[config.mk]
export PLATFORM = sky130hd
export DESIGN_NAME = swmon_spi_status
export DESIGN_NICKNAME = d
export VERILOG_FILES = /design/src/swmon_sync.v /design/src/swmon_spi_status.v
export VERILOG_INCLUDE_DIRS = /design/src
export SDC_FILE = /design/constraint.sdc
export NUM_CORES = 1
export LEC_CHECK = 0
export ABC_AREA = 1
export BUFFER_PORTS_ARGS = -buffer_cell sky130_fd_sc_hd__buf_2
export CAP_MARGIN = 20
export CORE_ASPECT_RATIO = 0.6
export CORE_MARGIN = 3
export CORE_UTILIZATION = 56
export CTS_CLUSTER_DIAMETER = 80
export DETAILED_ROUTE_END_ITERATION = 10
export GPL_ROUTABILITY_DRIVEN = 0
export PLACE_DENSITY = 0.84
export SYNTH_ARGS = -nofsm -noshare
export SYNTH_HDL_FRONTEND = slang
export SYNTH_SLANG_ARGS = --single-unit
[constraint.sdc]
create_clock -name core_clk_i -period 1.5 [get_ports core_clk_i]
set_input_delay 0.3 -clock core_clk_i [delete_from_list [all_inputs] [get_ports core_clk_i]]
set_output_delay 0.3 -clock core_clk_i [all_outputs]
set_load 0.01 [all_outputs]
[src/swmon_map.vh]
// Functional notes
// - Mode code sits in top two response bits
// - Role, interrupt, ground, programmable, battery flag layout
// - Role flag mirrors master/slave strap level
// - Interrupt flag is inverse of interrupt pin
// - Interrupt flag is not latched: it takes the inverse of the pin level sampled when chip select falls
// - Switch flag one when closed, zero open
// - Switch states captured when chip select falls
// - Disabled inputs always report zero
// - Disabled inputs lose wetting and sustain current
// - Reset low clears registers, enters sleep
// - Reset release keeps device asleep
// - Only a serial command leaves sleep
// - Sleep response drives zero top bits
// - Reset disables all inputs until host enables
`ifndef SWMON_MAP_VH
`define SWMON_MAP_VH
// Frame geometry
`define SWMON_FRAME_BITS   16
`define SWMON_MODE_HI      15
`define SWMON_MODE_LO      14
`define SWMON_ROLE_BIT     13
`define SWMON_INT_BIT      12
`define SWMON_GND_LO       6
`define SWMON_PRG_LO       2
`define SWMON_BAT_LO       0
`define SWMON_GND_HI       11
`define SWMON_PRG_HI       5
`define SWMON_BAT_HI       1
`define SWMON_SW_HI        11
`define SWMON_SW_LO        0
// Command word fields
`define SWMON_TEST_BIT     15
`define SWMON_CMD_HI       15
`define SWMON_CMD_LO       12
`define SWMON_OPSEL_HI     11
`define SWMON_OPSEL_LO     10
`define SWMON_CFG_HI       11
`define SWMON_CFG_LO       0
// Timing counts
`define SWMON_CNT_FULL     5'h10
// Operating mode codes
`define SWMON_MODE_SLEEP   2'h0
`define SWMON_MODE_NORMAL  2'h1
`define SWMON_MODE_POLL    2'h2
`define SWMON_MODE_POLLWT  2'h3
// Command codes in top four bits
`define SWMON_CMD_RUN      4'h1
`define SWMON_CMD_TRI      4'h3
// Reset values
`define SWMON_ENABLE_RST   12'h000
`define SWMON_MODE_RST     2'h0
`define SWMON_RUN_RST      12'h000
`define SWMON_SHIFT_RST    16'h0000
`define SWMON_CNT_RST      5'h00
`endif

[src/swmon_sync.v]
`timescale 1ns/1ns
// Two-flop synchroniser for asynchronous inputs
module swmon_sync #(
  parameter WIDTH = 1
) (
  input  wire             core_clk_i,
  input  wire             rst_n_i,
  input  wire [WIDTH-1:0] async_i,
  output wire [WIDTH-1:0] sync_o
);
  reg [WIDTH-1:0] meta_r;   // First stage, read only by second stage
  reg [WIDTH-1:0] sync_r;   // Second stage

  // Double register the inputs
  always @(posedge core_clk_i or negedge rst_n_i) begin
    if (!rst_n_i) begin
      meta_r <= {WIDTH{1'b0}};
      sync_r <= {WIDTH{1'b0}};
    end else begin
      meta_r <= async_i;
      sync_r <= meta_r;
    end
  end

  assign sync_o = sync_r;
endmodule // swmon_sync

[src/swmon_spi_status.v]
`timescale 1ns/1ns
`include "swmon_map.vh"
// Serial status responder of the switch monitor
module swmon_spi_status (
  input  wire        core_clk_i,
  input  wire        rst_n_i,
  input  wire        sclk_i,
  input  wire        cs_n_i,
  input  wire        mosi_i,
  output wire        miso_o,
  output wire        miso_oe_o,
  input  wire        role_strap_i,
  input  wire        int_n_i,
  input  wire [5:0]  ground_switch_state_i,
  input  wire [3:0]  programmable_switch_state_i,
  input  wire [1:0]  battery_switch_state_i,
  output wire [1:0]  operating_select_bits_o,
  output wire [5:0]  ground_input_enable_o,
  output wire [3:0]  programmable_input_enable_o,
  output wire [1:0]  battery_input_enable_o,
  output wire [11:0] current_enable_o,
  output wire [11:0] run_config_o
);
  ////////////////////////////////////////////////////////////////
  // Input synchronisation
  ////////////////////////////////////////////////////////////////
  localparam NSYNC = 17;
  wire [NSYNC-1:0] raw_w;   // Raw pin levels
  wire [NSYNC-1:0] syn_w;   // Synchronised levels

  // Chip select enters inverted so a cleared synchroniser reads deselected
  assign raw_w = {sclk_i, ~cs_n_i, mosi_i, role_strap_i, int_n_i,
                  ground_switch_state_i, programmable_switch_state_i, battery_switch_state_i};

  swmon_sync #(.WIDTH(NSYNC)) u_sync (
    .core_clk_i (core_clk_i),
    .rst_n_i    (rst_n_i),
    .async_i    (raw_w),
    .sync_o     (syn_w)
  );

  wire        sclk_s = syn_w[16];   // Serial clock
  wire        cs_n_s = ~syn_w[15];  // Chip select, active low
  wire        mosi_s = syn_w[14];   // Command data
  wire        role_s = syn_w[13];   // Master/slave strap
  wire        intn_s = syn_w[12];   // Interrupt pin level
  wire [11:0] sw_s   = syn_w[11:0]; // Switch levels, 1 = closed

  ////////////////////////////////////////////////////////////////
  // Edge detection
  ////////////////////////////////////////////////////////////////
  reg sclk_d_r;   // Previous serial clock
  reg cs_n_d_r;   // Previous chip select

  // Delay copies for edge finding
  always @(posedge core_clk_i or negedge rst_n_i) begin
    if (!rst_n_i) begin
      sclk_d_r <= 1'b0;
      cs_n_d_r <= 1'b1;
    end else begin
      sclk_d_r <= sclk_s;
      cs_n_d_r <= cs_n_s;
    end
  end

  wire cs_fall = cs_n_d_r & ~cs_n_s;    // Frame start
  wire cs_rise = ~cs_n_d_r & cs_n_s;    // Frame end
  wire sck_rise = ~sclk_d_r & sclk_s & ~cs_n_s;  // Sample edge
  wire sck_fall = sclk_d_r & ~sclk_s & ~cs_n_s;  // Shift edge

  ////////////////////////////////////////////////////////////////
  // Configuration state
  ////////////////////////////////////////////////////////////////
  reg [1:0]  mode_r;      // Operating mode, sleep after reset
  reg [11:0] enable_r;    // Input enables, all off after reset
  reg [11:0] run_r;       // Run command fields
  reg [15:0] rx_r;        // Incoming command shift register
  reg [4:0]  cnt_r;       // Rising serial edges seen in frame
  reg [15:0] tx_r;        // Outgoing response shift register
  reg [2:0]  state_r;     // Frame tracker, one-hot
  reg [2:0]  state_nxt;   // Next value of the frame tracker

  // Frame tracker states, one-hot
  localparam [2:0] ST_IDLE  = 3'h1;   // Deselected, waiting for a frame
  localparam [2:0] ST_SHIFT = 3'h2;   // Selected, bits moving both ways
  localparam [2:0] ST_APPLY = 3'h4;   // Frame closed, command takes effect

  ////////////////////////////////////////////////////////////////
  // Response and command decode
  ////////////////////////////////////////////////////////////////
  // Assemble response snapshot from the mode and sampled pins
  function [15:0] build_resp;
    input [1:0]  mode;   // Current operating mode
    input        role;   // Strap level
    input        intn;   // Interrupt pin level
    input [11:0] sw;     // Switch levels, 1 = closed
    input [11:0] en;     // Input enables
    begin
      build_resp = `SWMON_SHIFT_RST;
      build_resp[`SWMON_MODE_HI:`SWMON_MODE_LO] = mode;
      if (mode != `SWMON_MODE_SLEEP) begin
        build_resp[`SWMON_ROLE_BIT] = role;
        build_resp[`SWMON_INT_BIT]  = ~intn;
        build_resp[`SWMON_SW_HI:`SWMON_SW_LO] = sw & en;
      end
    end
  endfunction

  // True when a frame carries the given command code
  // A set test bit refuses the frame whatever follows
  function cmd_match;
    input [15:0] frame;   // Received command word
    input [3:0]  code;    // Command code to look for
    begin
      cmd_match = ~frame[`SWMON_TEST_BIT] &&
                  (frame[`SWMON_CMD_HI:`SWMON_CMD_LO] == code);
    end
  endfunction

  wire frame_full = (cnt_r == `SWMON_CNT_FULL);                   // Sixteen bits in
  wire apply_w    = (state_r == ST_APPLY);                        // One-cycle command strobe
  wire run_hit    = apply_w & cmd_match(rx_r, `SWMON_CMD_RUN);
  wire tri_hit    = apply_w & cmd_match(rx_r, `SWMON_CMD_TRI);    // Tri-state command

  ////////////////////////////////////////////////////////////////
  // Frame tracker
  ////////////////////////////////////////////////////////////////
  // Next state: a frame ends in apply only when complete
  always @* begin
    state_nxt = state_r;
    case (state_r)
      ST_IDLE: begin
        if (cs_fall)
          state_nxt = ST_SHIFT;     // Chip select seen low
      end
      ST_SHIFT: begin
        if (cs_rise) begin
          if (frame_full)
            state_nxt = ST_APPLY;   // Whole frame, act on it
          else
            state_nxt = ST_IDLE;    // Short frame is refused
        end
      end
      ST_APPLY: begin
        if (cs_fall)
          state_nxt = ST_SHIFT;     // Back-to-back frame
        else
          state_nxt = ST_IDLE;      // Strobe lasts one cycle
      end
      default: begin
        state_nxt = ST_IDLE;        // Recover from an illegal code
      end
    endcase
  end

  // Frame tracker register
  always @(posedge core_clk_i or negedge rst_n_i) begin
    if (!rst_n_i) begin
      state_r <= ST_IDLE;
    end else begin
      state_r <= state_nxt;
    end
  end

  ////////////////////////////////////////////////////////////////
  // Shift registers
  ////////////////////////////////////////////////////////////////
  // Command shifter and bit counter, sampled on serial rise
  always @(posedge core_clk_i or negedge rst_n_i) begin
    if (!rst_n_i) begin
      rx_r  <= `SWMON_SHIFT_RST;
      cnt_r <= `SWMON_CNT_RST;
    end else if (cs_fall) begin
      cnt_r <= `SWMON_CNT_RST;                 // New frame counts from zero
    end else if (sck_rise) begin
      rx_r <= {rx_r[14:0], mosi_s};            // Last sixteen bits are kept
      if (!frame_full)
        cnt_r <= cnt_r + 5'h01;                // Saturates on long frames
    end
  end

  // Response shifter: load at frame start, shift on serial fall
  // Loading at the chip-select edge freezes the switch picture
  always @(posedge core_clk_i or negedge rst_n_i) begin
    if (!rst_n_i) begin
      tx_r <= `SWMON_SHIFT_RST;
    end else if (cs_fall) begin
      tx_r <= build_resp(mode_r, role_s, intn_s, sw_s, enable_r);
    end else if (sck_fall) begin
      tx_r <= {tx_r[14:0], 1'h0};
    end
  end

  ////////////////////////////////////////////////////////////////
  // Command effects
  ////////////////////////////////////////////////////////////////
  // Mode and run fields; only a run command moves them
  // Sleep is left only here, never by itself after reset
  always @(posedge core_clk_i or negedge rst_n_i) begin
    if (!rst_n_i) begin
      mode_r <= `SWMON_MODE_RST;
      run_r  <= `SWMON_RUN_RST;
    end else if (run_hit) begin
      mode_r <= rx_r[`SWMON_OPSEL_HI:`SWMON_OPSEL_LO];
      run_r  <= rx_r[`SWMON_CFG_HI:`SWMON_CFG_LO];
    end
  end

  // Input enables; only the tri-state command writes them
  always @(posedge core_clk_i or negedge rst_n_i) begin
    if (!rst_n_i) begin
      enable_r <= `SWMON_ENABLE_RST;
    end else if (tri_hit) begin
      enable_r <= rx_r[`SWMON_CFG_HI:`SWMON_CFG_LO];
    end
  end

  ////////////////////////////////////////////////////////////////
  // Outputs
  ////////////////////////////////////////////////////////////////
  assign miso_o    = tx_r[`SWMON_FRAME_BITS-1];
  assign miso_oe_o = ~cs_n_s;                     // Drive only while selected
  assign operating_select_bits_o     = mode_r;
  assign ground_input_enable_o       = enable_r[`SWMON_GND_HI:`SWMON_GND_LO];
  assign programmable_input_enable_o = enable_r[`SWMON_PRG_HI:`SWMON_PRG_LO];
  assign battery_input_enable_o      = enable_r[`SWMON_BAT_HI:`SWMON_BAT_LO];
  assign current_enable_o            = enable_r;
  assign run_config_o                = run_r;
endmodule // swmon_spi_status

==> results.json <==
{
  "finClkSkew_ns": 0.00863,
  "cp.arrival_ns": 1.63,
  "row_count": 22,
  "hpwlAfterDp_um": 5090,
  "p_clk_frac": 0.417,
  "clock_sinks": 100,
  "viasPerCell": 5.11,
  "max_slew_margin": 0.753,
  "p_switching_w": 0.00141,
  "drt-initial-drc-count": 247,
  "final.setup.worst_slack_ns": 0.122,
  "synth.yosys.seq_area_share": 0.658,
  "synth_most_common_cell": "nand2_1",
  "holdWs_ns": 0.0586,
  "synth_area_um2": 3800,
  "end_kind": "flip-flop",
  "die_w_um": 112,
  "die-area_um2": 7850,
  "fp.coreArea_um2": 6330,
  "synth_seq_cells": 100,
  "die_h_um": 69.9,
  "rsz0062_at_grt": "yes",
  "start_kind": "flip-flop",
  "synth_cells": 385,
  "syn_area_per_cell_um2": 9.88,
  "cts_buffers": 9,
  "fin_util": 0.710,
  "area_growth_pct": 18.2,
  "min_path_type": "input pin to flip-flop",
  "fmax_mhz": 726,
  "num_io_pins": 59,
  "nets": 459,
  "finalSetupTns_ns": 0,
  "io_buffers": 58,
  "synth_flop_cell": "dfrtp_1",
  "grt_max_degree": 33,
  "cp_max_fo": 10,
  "total_power_w": 0.00597,
  "start_util": 0.601,
  "crit_required_ns": 1.75,
  "p_int_w": 0.00456,
  "p_sw_frac": 0.237,
  "ir_worst_vdd_mv": 0.921,
  "first_pass_iters": 4,
  "max_cap_violations": 0,
  "tritoncts": "yes",
  "combPwrFrac": 0.083,
  "synth_common_cells": "135 x nand2_1, 98 x dfrtp_1, 36 x o21ai_1",
  "finalSetupViolCount": 0,
  "outcome": "finished clean",
  "grt_pass1_vias": 2776,
  "power.leakage_nw": 2.28,
  "synth_cell_types": 24,
  "postCtsSetupBuffers": 0,
  "ys_top_cells_by_area": "dfrtp_1 64%, nand2_1 13%, o21ai_1 4.7%",
  "cts_buffer_depth": 2,
  "critPathKind": "flip-flop to flip-flop",
  "ys_async_sr_fraction": 1.00,
  "antenna_left": 0,
  "dp_slack_ns": 0.0545,
  "synth_area_leader_cell": "dfrtp_1",
  "pwr-share-seq": 0.500,
  "grt_antenna_before_repair": 0,
  "clk_latency_ns": 0.34,
  "max_slew.worst_pin.slew_ns": 0.370,
  "fin_crit_ns": 1.38,
  "grt_usage": 0.222,
  "num_antenna_cells": 0,
  "hold_viol_final": 0,
  "post-route-period-util": 0.919,
  "wire_per_inst_um": 14.8,
  "yosysWarnings": 0,
  "drc": 0,
  "syn_nets": 406,
  "overflow": 0,
  "synth_edf_count": 0,
  "grt_first_pass_wirelength_um": 13500,
  "p_per_area_nw_per_um2": 1330,
  "cts-htree-levels": 3,
  "slew_violations": 0,
  "clk_pin_slew_worst_paths_ns": 0.07,
  "layout-drive-gt1-share": 0.212,
  "cts_root_buf": "clkbuf_16",
  "via_count": 2692,
  "synth_top_area_share": 0.645,
  "routed_wl_um": 7790
}
[final timing paths]
check                                           startpoint                               to  slack [ns]  cells past startpoint
worst max-delay path                  cnt_r[0]$_DFFE_PN0P_             cnt_r[3]$_DFFE_PN0P_        0.12                      8
worst min-delay path                                mosi_i      u_sync.meta_r[14]$_DFF_PN0_        0.06                      1
worst max register to register        cnt_r[0]$_DFFE_PN0P_             cnt_r[3]$_DFFE_PN0P_        0.12                      8
worst min register to register  u_sync.meta_r[6]$_DFF_PN0_       u_sync.sync_o[6]$_DFF_PN0_        0.35                      0
max in group asynchronous                          rst_n_i           state_r[0]$_DFFE_PN1P_        0.49                      3
min in group asynchronous                          rst_n_i  current_enable_o[1]$_DFFE_PN0P_        0.42                      2
[what timing repair did]
action                     CTS  global route
hold endpoints to repair    22             0
resized for setup            0             2
hold buffers                 1             0
setup endpoints to repair    0             7
[cells by family (layout without fill, tap and decap cells)]
logic type | Yosys count | count (layout) | synth area share
and+or+nand+nor | 158 | 158 | 0.165
DFF | 100 | 100 | 0.658
AOI/OAI and AO/OA | 65 | 65 | 0.0894
buffers and inverters | 59 | 117 | 0.0779
adders and majority gates | 2 | 2 | 0.00658
xor gates and xnor gates | 1 | 1 | 0.00230
[per-stage QoR]
stage | std cells | instance area (um^2)
floorplan | 385 | 3800
global placement | 510 | 4150
detailed placement | 510 | 4150
CTS | 527 | 4490
global route | 527 | 4500
finish | 527 | 4500
[power groups by stage]
stage	combinational (W)	sequential, W	clock [W]
2_1_floorplan	0.000330	0.00298	0
3_3_place_gp	0.000448	0.00302	0
3_5_place_dp	0.000480	0.00303	0
4_1_cts	0.000499	0.00298	0.00253
5_1_grt	0.000584	0.00300	0.00264
6_report	0.000496	0.00299	0.00249
[placed cells by master (no fill, tap or decap)]
| cell type | n |
|---|---|
| clkbuf_16 | 9 |
| nor2_1 | 4 |
| nor3_2 | 1 |
| dfstp_2 | 2 |
| a21oi_1 | 2 |
| ha_1 | 2 |
| o21ai_4 | 1 |
| nand3_1 | 10 |
| clkbuf_8 | 1 |
| inv_1 | 28 |
| nand2_4 | 1 |
| o21bai_1 | 1 |
| nor3_1 | 2 |
| o211ai_1 | 2 |
| buf_2 | 57 |
| bufinv_16 | 2 |
| dfrtp_1 | 98 |
| nand4_1 | 3 |
| o21ai_2 | 1 |
| inv_2 | 4 |
| nand2_1 | 135 |
| xor2_1 | 1 |
| nor2_2 | 1 |
| inv_6 | 2 |
| buf_4 | 7 |
| o21ai_0 | 22 |
| clkbuf_1 | 2 |
| buf_12 | 4 |
| dlygate4sd3_1 | 1 |
| o21ai_1 | 36 |
| nand2_2 | 1 |
[cell type report]
class | count | area [um^2]
multi-input cells | 226 | 1020
flip-flops and latches | 100 | 2500
clock buffers | 12 | 246
repair buffers | 69 | 428
clock inverters | 4 | 77.6
fillers | 444 | 1830
well taps | 84 | 105
inverters | 32 | 120
[layer usage]
layer  GRT usage  vias to the layer above  wire (um)
li1            -                     1304          -
met1       0.278                     1299       3440
met2       0.354                       80       3700
met3      0.0961                        9        572
met4      0.0667                        0         82
met5           0                        -          0
[sequential cells by signal, indices dropped and copies added, names as in the netlist]
register	count
u_sync.meta_r	17
u_sync.sync_o	17
rx_r	16
tx_r	16
current_enable_o	12
run_config_o	10
cnt_r	5
state_r	3
operating_select_bits_o	2
cs_n_d_r	1
sclk_d_r	1
[critical path, stage by stage, from the launching register on]
cell	delay, ns
dfrtp_1	0.41
inv_1	0.11
ha_1	0.15
nand2_1	0.05
inv_1	0.05
nand2_1	0.10
o21ai_4	0.25
nand2_1	0.08
o21ai_0	0.09
Power figures use the tool's default switching activity.
